--- config.mk ---
export PLATFORM = sky130hd
export DESIGN_NAME = rxd_writeback
export DESIGN_NICKNAME = d
export VERILOG_FILES = /design/src/logic/rxd_pkg.sv /design/src/logic/rxd_writeback.sv
export SDC_FILE = /design/constraint.sdc
export NUM_CORES = 1
export LEC_CHECK = 0
export BUFFER_PORTS_ARGS = -buffer_cell sky130_fd_sc_hd__buf_2
export CELL_PAD_IN_SITES_DETAIL_PLACEMENT = 1
export CELL_PAD_IN_SITES_GLOBAL_PLACEMENT = 1
export CORE_MARGIN = 2
export CORE_UTILIZATION = 43
export DETAILED_ROUTE_END_ITERATION = 6
export MAX_ROUTING_LAYER = met4
export PLACE_DENSITY = 0.89
export SKIP_LAST_GASP = 1
export SLEW_MARGIN = 15
export SYNTH_ARGS = -nofsm -noshare
export SYNTH_HDL_FRONTEND = slang
export SYNTH_SLANG_ARGS = --single-unit
--- constraint.sdc ---
create_clock -name clk_i -period 10.4 [get_ports clk_i]
set_clock_uncertainty 0.2 [all_clocks]
set_input_delay 0.52 -clock clk_i [delete_from_list [all_inputs] [get_ports clk_i]]
set_output_delay 0.52 -clock clk_i [all_outputs]
set_load 0.02 [all_outputs]
--- src/logic/rxd_pkg.sv ---
package rxd_pkg;
  // register indices on the plain software port
  localparam int ADDR_W = 4;
  localparam logic [3:0] REG_CTRL = 4'h0;
  localparam logic [3:0] REG_INT_STAT = 4'h1;
  localparam logic [3:0] REG_INT_MASK = 4'h2;
  localparam logic [3:0] REG_PKT_CNT = 4'h3;
  // control register fields
  localparam int CTRL_OFS_LSB = 0;
  localparam int CTRL_EN_BIT = 2;
  localparam logic [31:0] CTRL_RESET = 32'h0000_0000;
  // interrupt status / mask layout
  localparam int INT_W = 3;
  localparam int INT_PKT = 0;
  localparam int INT_ERR = 1;
  localparam int INT_NOBUF = 2;
  localparam logic [2:0] INT_NONE = 3'h0;
  // packet status bits in a returned descriptor
  localparam int ST_W = 6;
  localparam int ST_ERR_W = 5;
  localparam logic [5:0] ST_NONE = 6'h00;
  // count flag for a packet shorter than the fcs
  localparam logic [15:0] SHORT_FCS_FLAG = 16'h8000;
  localparam logic [15:0] CNT_ONE = 16'h0001;
  localparam logic [15:0] CNT_ZERO = 16'h0000;
  localparam logic [14:0] REF_NONE = 15'h0000;
  localparam logic [1:0] OFS_NONE = 2'h0;
  // ready queue element status
  localparam logic [1:0] RQ_OK = 2'h0;
  localparam logic [1:0] RQ_FAIL = 2'h1;

  typedef enum logic [1:0] {
    S_IDLE = 2'b00,
    S_FETCH = 2'b01,
    S_DATA = 2'b10
  } rxd_state_t;

  // host-written part of a fetched descriptor
  typedef struct packed {
    logic [14:0] ref_id;
    logic [31:0] buf_addr;
    logic [15:0] buf_size;
  } rxd_fetch_t;

  // engine-written part of a descriptor
  typedef struct packed {
    logic [14:0] ref_id;
    logic [15:0] byte_cnt;
    logic chain_end;
    logic [1:0] offset;
    logic [5:0] status;
    logic [14:0] next_ref;
    logic [9:0] chan;
  } rxd_wb_t;

  typedef struct packed {
    logic [1:0] rq_status;
    logic [14:0] ref_id;
  } rxd_ready_t;

  typedef struct packed {
    logic [31:0] addr;
    logic [7:0] data;
  } rxd_wr_t;
endpackage

--- src/logic/rxd_writeback.sv ---
`timescale 1ns/1ns
// Notes on behaviour
// - buffer address and size come from host only
// - engine writes all other descriptor fields
// - chain end set only on final descriptor
// - fetched descriptors are single buffers, flag ignored
// - offset gives filler bytes before packet data
// - offset zero in all but first descriptor
// - status bits overrun..abort, bit five zero
// - status meaningful only in last descriptor
// - byte count excludes filler bytes
// - count above 32767 flags short-fcs packet
// - link descriptors through next reference field
// - every chain descriptor carries same channel code
// - buffer address valid in every descriptor
// - small first buffer, large rest, first queued
module rxd_writeback (
  input wire logic clk_i,
  input wire logic rstn_i,
  // software port
  input wire logic [rxd_pkg::ADDR_W-1:0] reg_addr_i,
  input wire logic [31:0] reg_wdata_i,
  input wire logic reg_wr_i,
  input wire logic reg_rd_i,
  output logic [31:0] reg_rdata_o,
  output logic irq_o,
  // received packet bytes
  input wire logic in_valid_i,
  input wire logic [7:0] in_byte_i,
  input wire logic in_last_i,
  input wire logic [rxd_pkg::ST_ERR_W-1:0] in_status_i,
  input wire logic in_short_i,
  input wire logic [9:0] in_chan_i,
  output logic in_ready_o,
  // free queue fetch
  output logic fetch_req_o,
  output logic fetch_small_o,
  input wire logic fetch_ack_i,
  input wire logic fetch_empty_i,
  input wire rxd_pkg::rxd_fetch_t fetch_desc_i,
  // memory writes
  output logic wr_valid_o,
  output rxd_pkg::rxd_wr_t wr_o,
  output logic wb_valid_o,
  output rxd_pkg::rxd_wb_t wb_o,
  output logic rq_valid_o,
  output rxd_pkg::rxd_ready_t rq_o
);

  rxd_pkg::rxd_state_t state_reg, state_next;
  logic first_reg, first_next;
  logic [14:0] first_ref_reg, first_ref_next;
  logic [14:0] cur_ref_reg, cur_ref_next;
  logic [31:0] cur_addr_reg, cur_addr_next;
  logic [15:0] cur_size_reg, cur_size_next;
  logic [1:0] cur_ofs_reg, cur_ofs_next;
  logic [15:0] cnt_reg, cnt_next;
  logic [9:0] chan_reg, chan_next;
  logic ready_reg, ready_next;
  logic freq_reg, freq_next;
  logic fsmall_reg, fsmall_next;
  logic wrv_reg, wrv_next;
  rxd_pkg::rxd_wr_t wr_reg, wr_next;
  logic wbv_reg, wbv_next;
  rxd_pkg::rxd_wb_t wb_reg, wb_next;
  logic rqv_reg, rqv_next;
  rxd_pkg::rxd_ready_t rq_reg, rq_next;
  logic [rxd_pkg::INT_W-1:0] ev_pkt;
  logic take;
  logic [15:0] fill;

  logic [31:0] ctrl_reg, ctrl_next;
  logic [rxd_pkg::INT_W-1:0] stat_reg, stat_next;
  logic [rxd_pkg::INT_W-1:0] mask_reg, mask_next;
  logic [15:0] pcnt_reg, pcnt_next;
  logic [31:0] rdata_reg, rdata_next;
  logic irq_reg, irq_next;

  function automatic logic [31:0] rd_mux(input logic [3:0] a, input logic [31:0] c,
                                         input logic [2:0] s, input logic [2:0] m,
                                         input logic [15:0] p);
    rd_mux = 32'h0000_0000;
    unique case (a)
      rxd_pkg::REG_CTRL: rd_mux = c;
      rxd_pkg::REG_INT_STAT: rd_mux = {29'h0000_0000, s};
      rxd_pkg::REG_INT_MASK: rd_mux = {29'h0000_0000, m};
      rxd_pkg::REG_PKT_CNT: rd_mux = {16'h0000, p};
      default: rd_mux = 32'h0000_0000;
    endcase
  endfunction

  assign take = in_valid_i && ready_reg;
  // filler plus stored bytes after this one
  assign fill = 16'(cnt_reg + rxd_pkg::CNT_ONE + {14'h0000, cur_ofs_reg});

  always_comb begin
    state_next = state_reg;
    first_next = first_reg;
    first_ref_next = first_ref_reg;
    cur_ref_next = cur_ref_reg;
    cur_addr_next = cur_addr_reg;
    cur_size_next = cur_size_reg;
    cur_ofs_next = cur_ofs_reg;
    cnt_next = cnt_reg;
    chan_next = chan_reg;
    fsmall_next = fsmall_reg;
    wrv_next = 1'b0;
    wr_next = wr_reg;
    wbv_next = 1'b0;
    wb_next = wb_reg;
    rqv_next = 1'b0;
    rq_next = rq_reg;
    ev_pkt = rxd_pkg::INT_NONE;
    unique case (state_reg)
      rxd_pkg::S_IDLE: begin
        if (ctrl_reg[rxd_pkg::CTRL_EN_BIT] && in_valid_i) begin
          state_next = rxd_pkg::S_FETCH;
          first_next = 1'b1;
          fsmall_next = 1'b1;
          chan_next = in_chan_i;
        end
      end
      rxd_pkg::S_FETCH: begin
        if (fetch_empty_i) begin
          ev_pkt[rxd_pkg::INT_NOBUF] = 1'b1;
        end
        if (fetch_ack_i) begin
          // only address, size and reference are taken from the fetch
          cur_ref_next = fetch_desc_i.ref_id;
          cur_addr_next = fetch_desc_i.buf_addr;
          cur_size_next = fetch_desc_i.buf_size;
          cnt_next = rxd_pkg::CNT_ZERO;
          state_next = rxd_pkg::S_DATA;
          first_next = 1'b0;
          if (first_reg) begin
            first_ref_next = fetch_desc_i.ref_id;
            cur_ofs_next = ctrl_reg[rxd_pkg::CTRL_OFS_LSB +: 2];
          end else begin
            cur_ofs_next = rxd_pkg::OFS_NONE;
            // close the previous buffer, linked to the new one
            wbv_next = 1'b1;
            wb_next.ref_id = cur_ref_reg;
            wb_next.byte_cnt = cnt_reg;
            wb_next.chain_end = 1'b0;
            wb_next.offset = cur_ofs_reg;
            wb_next.status = rxd_pkg::ST_NONE;
            wb_next.next_ref = fetch_desc_i.ref_id;
            wb_next.chan = chan_reg;
          end
        end
      end
      rxd_pkg::S_DATA: begin
        if (take) begin
          wrv_next = 1'b1;
          wr_next.addr = 32'(cur_addr_reg + {30'h0000_0000, cur_ofs_reg}
                         + {16'h0000, cnt_reg});
          wr_next.data = in_byte_i;
          cnt_next = 16'(cnt_reg + rxd_pkg::CNT_ONE);
          if (in_last_i) begin
            state_next = rxd_pkg::S_IDLE;
            wbv_next = 1'b1;
            wb_next.ref_id = cur_ref_reg;
            wb_next.byte_cnt = in_short_i ? (cnt_next | rxd_pkg::SHORT_FCS_FLAG)
                               : cnt_next;
            wb_next.chain_end = 1'b1;
            wb_next.offset = cur_ofs_reg;
            wb_next.status = {1'b0, in_status_i};
            wb_next.next_ref = rxd_pkg::REF_NONE;
            wb_next.chan = chan_reg;
            rqv_next = 1'b1;
            rq_next.ref_id = first_ref_reg;
            rq_next.rq_status = (|in_status_i || in_short_i) ? rxd_pkg::RQ_FAIL
                                : rxd_pkg::RQ_OK;
            ev_pkt[rxd_pkg::INT_PKT] = 1'b1;
            ev_pkt[rxd_pkg::INT_ERR] = |in_status_i || in_short_i;
          end else if (fill == cur_size_reg) begin
            state_next = rxd_pkg::S_FETCH;
            fsmall_next = 1'b0;
          end
        end
      end
      default: state_next = rxd_pkg::S_IDLE;
    endcase
    freq_next = (state_next == rxd_pkg::S_FETCH) && !fetch_ack_i;
    ready_next = (state_next == rxd_pkg::S_DATA);
  end

  always_ff @(posedge clk_i) begin
    if (!rstn_i) begin
      state_reg <= rxd_pkg::S_IDLE;
      first_reg <= 1'b0;
      first_ref_reg <= rxd_pkg::REF_NONE;
      cur_ref_reg <= rxd_pkg::REF_NONE;
      cur_addr_reg <= 32'h0000_0000;
      cur_size_reg <= rxd_pkg::CNT_ZERO;
      cur_ofs_reg <= rxd_pkg::OFS_NONE;
      cnt_reg <= rxd_pkg::CNT_ZERO;
      chan_reg <= 10'h000;
      ready_reg <= 1'b0;
      freq_reg <= 1'b0;
      fsmall_reg <= 1'b0;
      wrv_reg <= 1'b0;
      wr_reg <= '0;
      wbv_reg <= 1'b0;
      wb_reg <= '0;
      rqv_reg <= 1'b0;
      rq_reg <= '0;
    end else begin
      state_reg <= state_next;
      first_reg <= first_next;
      first_ref_reg <= first_ref_next;
      cur_ref_reg <= cur_ref_next;
      cur_addr_reg <= cur_addr_next;
      cur_size_reg <= cur_size_next;
      cur_ofs_reg <= cur_ofs_next;
      cnt_reg <= cnt_next;
      chan_reg <= chan_next;
      ready_reg <= ready_next;
      freq_reg <= freq_next;
      fsmall_reg <= fsmall_next;
      wrv_reg <= wrv_next;
      wr_reg <= wr_next;
      wbv_reg <= wbv_next;
      wb_reg <= wb_next;
      rqv_reg <= rqv_next;
      rq_reg <= rq_next;
    end
  end

  // register file; event set wins over read clear
  always_comb begin
    ctrl_next = ctrl_reg;
    mask_next = mask_reg;
    stat_next = stat_reg;
    pcnt_next = pcnt_reg;
    rdata_next = rxd_pkg::CTRL_RESET;
    if (reg_wr_i && reg_addr_i == rxd_pkg::REG_CTRL) begin
      ctrl_next = reg_wdata_i;
    end
    if (reg_wr_i && reg_addr_i == rxd_pkg::REG_INT_MASK) begin
      mask_next = reg_wdata_i[rxd_pkg::INT_W-1:0];
    end
    if (reg_rd_i) begin
      rdata_next = rd_mux(reg_addr_i, ctrl_reg, stat_reg, mask_reg, pcnt_reg);
      if (reg_addr_i == rxd_pkg::REG_INT_STAT) begin
        stat_next = rxd_pkg::INT_NONE;
      end
    end
    stat_next = stat_next | ev_pkt;
    if (ev_pkt[rxd_pkg::INT_PKT]) begin
      pcnt_next = 16'(pcnt_reg + rxd_pkg::CNT_ONE);
    end
    irq_next = |(stat_next & mask_next);
  end

  always_ff @(posedge clk_i) begin
    if (!rstn_i) begin
      ctrl_reg <= rxd_pkg::CTRL_RESET;
      mask_reg <= rxd_pkg::INT_NONE;
      stat_reg <= rxd_pkg::INT_NONE;
      pcnt_reg <= rxd_pkg::CNT_ZERO;
      rdata_reg <= rxd_pkg::CTRL_RESET;
      irq_reg <= 1'b0;
    end else begin
      ctrl_reg <= ctrl_next;
      mask_reg <= mask_next;
      stat_reg <= stat_next;
      pcnt_reg <= pcnt_next;
      rdata_reg <= rdata_next;
      irq_reg <= irq_next;
    end
  end

  assign reg_rdata_o = rdata_reg;
  assign irq_o = irq_reg;
  assign in_ready_o = ready_reg;
  assign fetch_req_o = freq_reg;
  assign fetch_small_o = fsmall_reg;
  assign wr_valid_o = wrv_reg;
  assign wr_o = wr_reg;
  assign wb_valid_o = wbv_reg;
  assign wb_o = wb_reg;
  assign rq_valid_o = rqv_reg;
  assign rq_o = rq_reg;
endmodule

### Word level (Yosys, flattened, before mapping)

Index checks and enable logic that the tools add are counted.

| cells by class | value |
|---|---|
| reductions and logical operators | 25 |
| multiplexer cells | 39 |
| bitwise operators | 2 |
| add/subtract/negate cells | 5 |
| equality and inequality tests | 15 |

Operator list:

| cell | number |
|---|---|
| 65-bit 2-to-1 mux | 4 |
| 65-bit one-hot mux with 2 select lines | 1 |
| 32-bit one-hot mux with 4 select lines | 1 |
| 16-bit 2-to-1 mux | 3 |
| 16-bit by 1-bit adder with 16-bit output, second input constant | 2 |
| 32-bit by 16-bit adder with 32-bit output | 1 |
| 32-bit by 2-bit adder with 32-bit output | 1 |
| 16-bit one-hot mux with 2 select lines | 1 |
| 2-bit 2-to-1 mux | 9 |
| 16-bit by 2-bit adder with 16-bit output | 1 |
| 16-bit == test | 1 |
| 2-bit != test, second input constant | 7 |
| 1-bit 2-to-1 mux | 13 |
| 3-bit AND reduction | 4 |
| 2-bit AND reduction | 5 |
| 5-bit AND reduction | 2 |
| 3-bit 2-to-1 mux | 3 |
| 4-bit by 2-bit == test with 1-bit output, second input constant | 2 |
| 1-bit one-hot mux with 2 select lines | 3 |
| 2-bit one-hot mux with 3 select lines | 1 |
| 2-bit nonzero test | 3 |
| 1-bit logical AND | 5 |
| 5-bit OR reduction | 1 |
| 2-bit by 1-bit == test with 1-bit output, second input constant | 2 |
| 9 further kinds | 10 |

| storage, ports and cells | value |
|---|---|
| output and inout bits | 161 |
| register bits | 324 |
| input port bits | 131 |

### Longest topological paths before layout

Gate-level depths: netlist (run 1).

| depth | value |
|---|---|
| depth in word-level cells | 9 |
| gate-level depth with buffers | 16 |
| depth with buffers taken out | 14 |

### Worst setup path after synthesis (run 1)

OpenSTA, ideal clock, no wires.

| timing | value |
|---|---|
| path type | flip-flop to flip-flop |
| from | reg cnt_reg[0] |
| to | reg wr_reg (netlist bit wr_o[25]) |
| required time | 10.138 ns |
| stages on the path, launching flop included | 17 |
| setup time | 0.062 ns |
| path buffers | 2 |
| slack | 6.984 ns |
| arrival time | 3.154 ns |
| cells stage by stage | dfxtp_1 -> buf_4 -> inv_1 -> fa_1 -> inv_1 -> ha_1 -> inv_1 -> fa_1 -> nor2b_1 -> o21a_1 -> o21ai_0 -> a211oi_1 -> o31ai_1 -> o21a_1 -> clkbuf_1 -> or4_1 -> nand3_1 |

| between the ends | value |
|---|---|
| longest elaborated chain between the ends | 1 |

RTL lines:

| item | RTL line | source |
|---|---|---|
| start, declared | rxd_writeback.sv:57 | `logic [15:0] cnt_reg, cnt_next;` |
| start signal, assigned | rxd_writeback.sv:197 | `cnt_reg <= rxd_pkg::CNT_ZERO;` |
| start signal, assigned | rxd_writeback.sv:216 | `cnt_reg <= cnt_next;` |
| 32-bit by 16-bit adder with 32-bit output | rxd_writeback.sv:156 | `+ {16'h0000, cnt_reg});` |
| end signal, assigned | rxd_writeback.sv:222 | `wr_reg <= wr_next;` |
| end, declared | rxd_writeback.sv:63 | `rxd_pkg::rxd_wr_t wr_reg, wr_next;` |

No other way between the ends.
A chain may end at the register's enable or synchronous reset.

### Final worst setup path (run 1)

| timing | value |
|---|---|
| from | reg cnt_reg[2] |
| to | reg wr_reg (netlist bit wr_o[32]) |

The elaborated chain is that of the path after synthesis.

==> results of run 1 <==
## where the power goes
part / total, W / switching, W / internal, W
Sequential: 0.00124 / 0.00000289 / 0.00124
Combinational: 0.0000756 / 0.0000504 / 0.0000252
Clock: 0.00137 / 0.000520 / 0.000848
Total: 0.00269 / 0.000574 / 0.00211
## layout by cell type, fill, tap and decap left out, drive strengths merged, types with 5 or more instances in the layout
| master | n |
|---|---|
| nand4 | 19 |
| ha | 39 |
| xor2 | 25 |
| nand2 | 449 |
| o21ai | 40 |
| or2 | 5 |
| a21o | 11 |
| o31ai | 12 |
| and3 | 22 |
| and2 | 30 |
| inv | 31 |
| buf | 301 |
| nor3 | 31 |
| nand2b | 12 |
| or3 | 12 |
| o21a | 5 |
| xnor2 | 38 |
| clkbuf | 48 |
| mux2i | 6 |
| nand3 | 66 |
| a21oi | 258 |
| bufinv | 6 |
| dfxtp | 322 |
| nor4 | 10 |
| clkinv | 6 |
| nor2 | 102 |
| a22oi | 21 |
| a31oi | 14 |
| a211oi | 25 |
## stage by stage
| step | worst slack, ns | total power (W) | std cells |
|---|---|---|---|
| global route | 5.98 | 0.00277 | 2486 |
| floorplan | 6.98 | 0.00130 | 1808 |
| detailed placement | 6.37 | 0.00134 | 2420 |
| finish | 6.29 | 0.00269 | 2486 |
| global placement | 6.51 | 0.00134 | 2420 |
| CTS | 6.32 | 0.00271 | 2482 |
## cell families after synthesis
logic type,after synthesis,share of synthesized area (%)
other cells,1,0.0262
buf+inv,161,4.62
flops,322,45.0
xor+xnor,64,4.01
mux,6,0.419
simple gates,783,24.4
compound gates,427,17.7
fa+ha+maj,43,3.96
## per-layer routing
layer	wire (um)	vias up
met3	2340	108
met4	2110	0
li1	-	6583
met2	23900	384
met5	0	-
met1	20000	6689
## final cells by class
class | count | area [um^2]
antenna | 4 | 10.0
clock buffer | 48 | 1040
clock inverter | 14 | 238
fill | 4072 | 15500
inverter | 30 | 120
multi-input combinational | 1325 | 7250
sequential | 322 | 6450
tap | 442 | 553
timing repair buffer | 301 | 1540
## final timing paths
kind | end | slack [ns] | depth (start not counted)
min reg2reg | rq_o[13]$_SDFFE_PN0P_ | 0.24 | 2
max | wr_o[32]$_SDFFE_PN0P_ | 6.29 | 9
max reg2reg | wr_o[32]$_SDFFE_PN0P_ | 6.29 | 9
min | cur_size_reg[7]$_SDFFE_PN0P_ | 0.03 | 3
## tightest hold or removal path: cells and delay by family
kind / cells / cell delay [ns]
and+or+nand+nor: 1 / 0.05
AOI/OAI and AO/OA: 1 / 0.05
buffers and inverters: 1 / 0.09
==> run summary, run 1 <==
FINISH
--------------------------------------------------------------------------------
Post-layout utilization of the core ...............................        52.6%
Total number of nets in the final design ..........................         2190
Final instance area ...............................................   17200 um^2
Layout overhead on the synthesized area ...........................        19.9%
Layout cells sized above 1 ........................................        18.9%
Number of flip-flops in the largest register ......................           64

CRITICAL PATH
--------------------------------------------------------------------------------
Delay of the slowest critical-path stage ..........................      0.75 ns
Slowest cell on the critical path .................................      dfxtp_1
Crit. End Element .................................................         flop
Worst path arrival time ...........................................      4.26 ns
WS Path Type ......................................................      reg2reg
Cell family with most CP delay .................................... compound AO/OA/AOI/OAI gates
Top fanout value on the critical path .............................           18
RR Startpoint ..................................................... cnt_reg[2]$_SDFFE_PN0P_
Start point of the critical path .................................. cnt_reg[2]$_SDFFE_PN0P_
Required time of the critical path ................................     10.55 ns
Crit-path cells ................................................... ha_1 -> ha_1 -> a21o_1 -> a21o_1 -> a2111oi_1 -> o311ai_0 -> a41o_1 -> o31ai_1 -> nor3_1
Worst Setup Start Kind ............................................         flop
Crit path buf inv count ...........................................            0

CLOCK TREE
--------------------------------------------------------------------------------
Worst-case clock buffer depth .....................................            3
Clock insertion delay at the later pin of the skew report .........      0.53 ns
Number of post-CTS setup repair buffers ...........................            0
Number of buffers added by the clock tree synthesis step ..........           36
CTS clock-pin slew for the worst setup and hold paths .............      0.07 ns
H-tree Lvls .......................................................            2
# resized after CTS ...............................................            0
TritonCTS clock tree ..............................................        built
Count of clock tree sinks .........................................          322
CTS Hold Buffers Added ............................................            0
Library cell used as clock root buffer ............................    clkbuf_16

FLOORPLANNING
--------------------------------------------------------------------------------
Vert. Die Dim .....................................................       187 um
I/O pin total .....................................................          292
Die area ..........................................................   34800 um^2
# rows ............................................................           66
Chip Width ........................................................       187 um
Floorplan Core Area ...............................................   32700 um^2
Starting density of the core ......................................        43.9%

DRT
--------------------------------------------------------------------------------
Per-cell routed wire length .......................................      19.4 um
First-pass DRT Iterations .........................................            4
Number of DRC violations after detailed-routing iteration 0 .......          686
WL final ..........................................................      48.3 mm
Antenna violation net count after detailed routing ................            0
Post-route DRC ....................................................            0
DR vias ...........................................................        13.8k
Via-to-Cell Ratio .................................................         5.54

YOSYS
--------------------------------------------------------------------------------
Share of synthesized area occupied by flip-flops and latches ......        45.0%
Number of warnings printed during yosys synthesis .................            0
Commonest cells post-synth ........................................ nand2_1 (448), dfxtp_1 (322), a21oi_1 (257)
Yosys top cell area share .........................................        45.0%
Post-synth design cell area .......................................   14300 um^2
Synth Flop Type ...................................................      dfxtp_1
Gate Count Post-Synth .............................................         1807
Largest cells by area after synthesis ............................. dfxtp_1 (45%), nand2_1 (12%), a21oi_1 (9.0%), ha_1 (3.4%), nor2_1 (2.7%)
Number of flops mapped to enable cells by yosys ...................            0
Share of synthesized flip-flops with an asynchronous set or reset .           0%
Seq cells post-synth ..............................................          322
Count of unique library cells instantiated by Yosys ...............           79
Largest area contributor in the netlist ...........................      dfxtp_1
Avg Cell Area, Syn ................................................    7.94 um^2
Most used standard cell by instance count after synthesis .........      nand2_1

GRT
--------------------------------------------------------------------------------
Number of global-route vias before repair .........................        14.2k
Fraction of met3 tracks used by global routing ....................        3.99%
Maximum number of pins on one net before global-route repair ......          180
GRT Max-Usage Layer ...............................................         met2
Global-route met2 utilization .....................................        46.9%
Initial antenna violation count ...................................            4
Wire length of the first global-routing pass ......................      76.0 mm
Overall Global Routing Usage ......................................        27.5%
Remaining global-route overflow ...................................            0
Met1 demand-to-capacity share in global routing ...................        32.0%

PWR
--------------------------------------------------------------------------------
Worst ir drop on vdd ..............................................     0.124 mV
Cell leakage power ................................................      6.77 nW
Pwr dens ..........................................................  156 nW/um^2

PLACED DESIGN
--------------------------------------------------------------------------------
Gp weighted congestion ............................................        0.924
Count of input and output buffers .................................          289
Post-detail-place hpwl ............................................      33.6 mm
Placed cell area ..................................................   15900 um^2

STA
--------------------------------------------------------------------------------
Timing-limited maximum frequency ..................................    0.243 GHz
Part of the cycle the worst path needs ............................        39.5%
Final min period ..................................................      4.11 ns
Hold WS ...........................................................    0.0342 ns
Max-slew violations ...............................................            0
Total Negative Setup Slacks .......................................         0 ns
Relative slew slack ...............................................        20.8%
Number of setup violations in the final report ....................            0
Final hold violation count ........................................            0
Slew of the pin with the lowest slew margin .......................      1.19 ns
Setup repair after global routing missed its margin ...............           no

MIN PATH
--------------------------------------------------------------------------------
Worst Hold Class ..................................................       in2reg
Hold Crit Start ................................................... fetch_desc_i[7]

FLOW RUN
--------------------------------------------------------------------------------
Max-cap violations ................................................            0

RUN STATUS
--------------------------------------------------------------------------------
Outcome ........................................................... complete, no violations

No activity file was read; power rests on OpenSTA's default activity.
==> run 2: changes to the inputs <==
- CORE_UTILIZATION: 43 -> 40
- PLACE_DENSITY: 0.89 -> 0.83
- clock period: 10.4 -> 4.3 ns (I/O delays scaled with it)
==> run summary, run 2 (synthesized netlist as in run 1, its figures left out) <==
STA
----------------------------------------------------------------------------
Final hold violation count ....................................            0
Slew of the pin with the lowest slew margin ...................      1.10 ns
Hold WS .......................................................    0.0559 ns
Timing-limited maximum frequency ..............................    0.248 GHz
Number of setup violations in the final report ................            0
Total Negative Setup Slacks ...................................         0 ns
Setup repair after global routing missed its margin ...........           no
Part of the cycle the worst path needs ........................        93.7%
Max-slew violations ...........................................            0
Final min period ..............................................      4.03 ns
Relative slew slack ...........................................        26.9%

FINISH
----------------------------------------------------------------------------
Non-filler instance count after layout ........................         2648
Multi-input gate area .........................................    7250 um^2
Total number of nets in the final design ......................         2331
Top library cells by usage in the layout, fill and taps aside . nand2_1 (445), dfxtp_1 (321), buf_2 (289)
Commonest non-fill, non-tap cell in the layout ................      nand2_1
Layout overhead on the synthesized area .......................        29.9%
Sequential cell area ..........................................    6450 um^2
Number of flip-flops in the largest register ..................           64
Layout cells sized above 1 ....................................        18.1%
Layout fillers ................................................         4256

GRT
----------------------------------------------------------------------------
Number of global-route vias before repair .....................        15.6k
Remaining global-route overflow ...............................            0
Overall Global Routing Usage ..................................        29.2%
Maximum number of pins on one net before global-route repair ..          166
Initial antenna violation count ...............................            3
Wire length of the first global-routing pass ..................      85.4 mm

DRT
----------------------------------------------------------------------------
Via-to-Cell Ratio .............................................         5.51
Amount of wire on met2 after detailed routing .................      27.4 mm
Metal-1 WL ....................................................      21.4 mm
Met3 wire length ..............................................      2.57 mm
Antenna violation net count after detailed routing ............            0
Highest metal layer with signal wires .........................         met4
Per-cell routed wire length ...................................      20.5 um
First-pass DRT Iterations .....................................            5
WL final ......................................................      54.3 mm
Post-route DRC ................................................            0
Number of DRC violations after detailed-routing iteration 0 ...          845
DR vias .......................................................        14.6k

CRITICAL PATH
----------------------------------------------------------------------------
Worst path arrival time .......................................      4.22 ns
Required time of the critical path ............................      4.49 ns
WS Path Type ..................................................      reg2reg
Worst Setup Start Kind ........................................         flop
Top fanout value on the critical path .........................           15
Crit. End Element .............................................         flop

CLOCK TREE
----------------------------------------------------------------------------
TritonCTS clock tree ..........................................        built
Worst-case clock buffer depth .................................            3
Count of clock tree sinks .....................................          322
CTS clock-pin slew for the worst setup and hold paths .........      0.05 ns
Clock insertion delay at the later pin of the skew report .....      0.55 ns
Number of buffers added by the clock tree synthesis step ......           38
H-tree Lvls ...................................................            2
Library cell used as clock root buffer ........................    clkbuf_16

FLOORPLANNING
----------------------------------------------------------------------------
Chip Width ....................................................       193 um
I/O pin total .................................................          292
Vert. Die Dim .................................................       193 um
Floorplan Core Area ...........................................   35400 um^2
Die area ......................................................   37400 um^2
# rows ........................................................           69
Starting density of the core ..................................        40.5%

PLACED DESIGN
----------------------------------------------------------------------------
Count of input and output buffers .............................          289
Total placed cells including tap cells ........................         2448
Gp weighted congestion ........................................        0.871
Post-detail-place hpwl ........................................      33.9 mm

PWR
----------------------------------------------------------------------------
Cell leakage power ............................................      7.37 nW
Pwr dens ......................................................  356 nW/um^2
Worst ir drop on vdd ..........................................     0.302 mV
Overall Power .................................................    0.00664 W

MIN PATH
----------------------------------------------------------------------------
Worst Hold Class ..............................................       in2reg

RUN STATUS
----------------------------------------------------------------------------
Outcome ....................................................... complete, no violations

FLOW RUN
----------------------------------------------------------------------------
Max-cap violations ............................................            0

run 2: final timing paths:
check | from | endpoint | slack (ns) | depth (start not counted)
setup / recovery | cnt_reg[1]$_SDFFE_PN0P_ | wr_o[32]$_SDFFE_PN0P_ | 0.27 | 9
hold / removal | in_valid_i | state_reg[1]$_SDFF_PN0_ | 0.06 | 4
setup reg to reg | cnt_reg[1]$_SDFFE_PN0P_ | wr_o[32]$_SDFFE_PN0P_ | 0.27 | 9
hold reg to reg | wb_o[49]$_SDFFE_PN0P_ | wb_o[49]$_SDFFE_PN0P_ | 0.25 | 2
run 2: where the power goes:
| group | internal [W] | total [W] | leakage, nW | switching (W) |
|---|---|---|---|---|
| Sequential | 0.00299 | 0.00300 | 2.59 | 0.00000733 |
| Clock | 0.00201 | 0.00335 | 0.621 | 0.00133 |
| Combinational | 0.000140 | 0.000291 | 4.15 | 0.000151 |
run 2: area by class of cell:
class,count,share of cell area (%)
inverters,30,0.645
multi-input cells,1325,38.9
clock buffers,56,6.07
repair buffers,440,15.7
well taps,461,3.10
flip-flops and latches,322,34.6
diodes,4,0.0537
clock inverters,10,0.853
run 2: stage by stage:
stage	setup slack, ns	instance area (um^2)	utilization [%]
final	0.271	18600	52.6
after global routing	0.00184	18600	52.6
after CTS	0.283	18600	52.6
after detailed placement	0.338	16000	45.3
after global placement	0.518	16000	45.3
after floorplan	0.884	14300	-
run 2: repair_timing:
action | 4_1_cts | 5_1_grt
hold buffers | 130 | 0
buffers inserted | 0 | 0
gates resized for setup | 0 | 2
endpoints found under the setup margin | 0 | 8
hold endpoints to repair | 170 | 0
run 2: metal layers:
metal	GRT usage (%)	vias to the layer above
met3	5.51	173
li1	-	6868
met1	31.8	7115
met4	14.8	0
met2	50.8	441
met5	-	-
run 2: critical path: stages (launching register included):
cell and delay (ns):
dfxtp_1 0.60, fa_1 0.50, ha_1 0.23, a21o_1 0.18, a21o_1 0.20, a2111oi_1 0.64, o311ai_0 0.37, a41o_1 0.52
o31ai_1 0.34, nor3_1 0.08
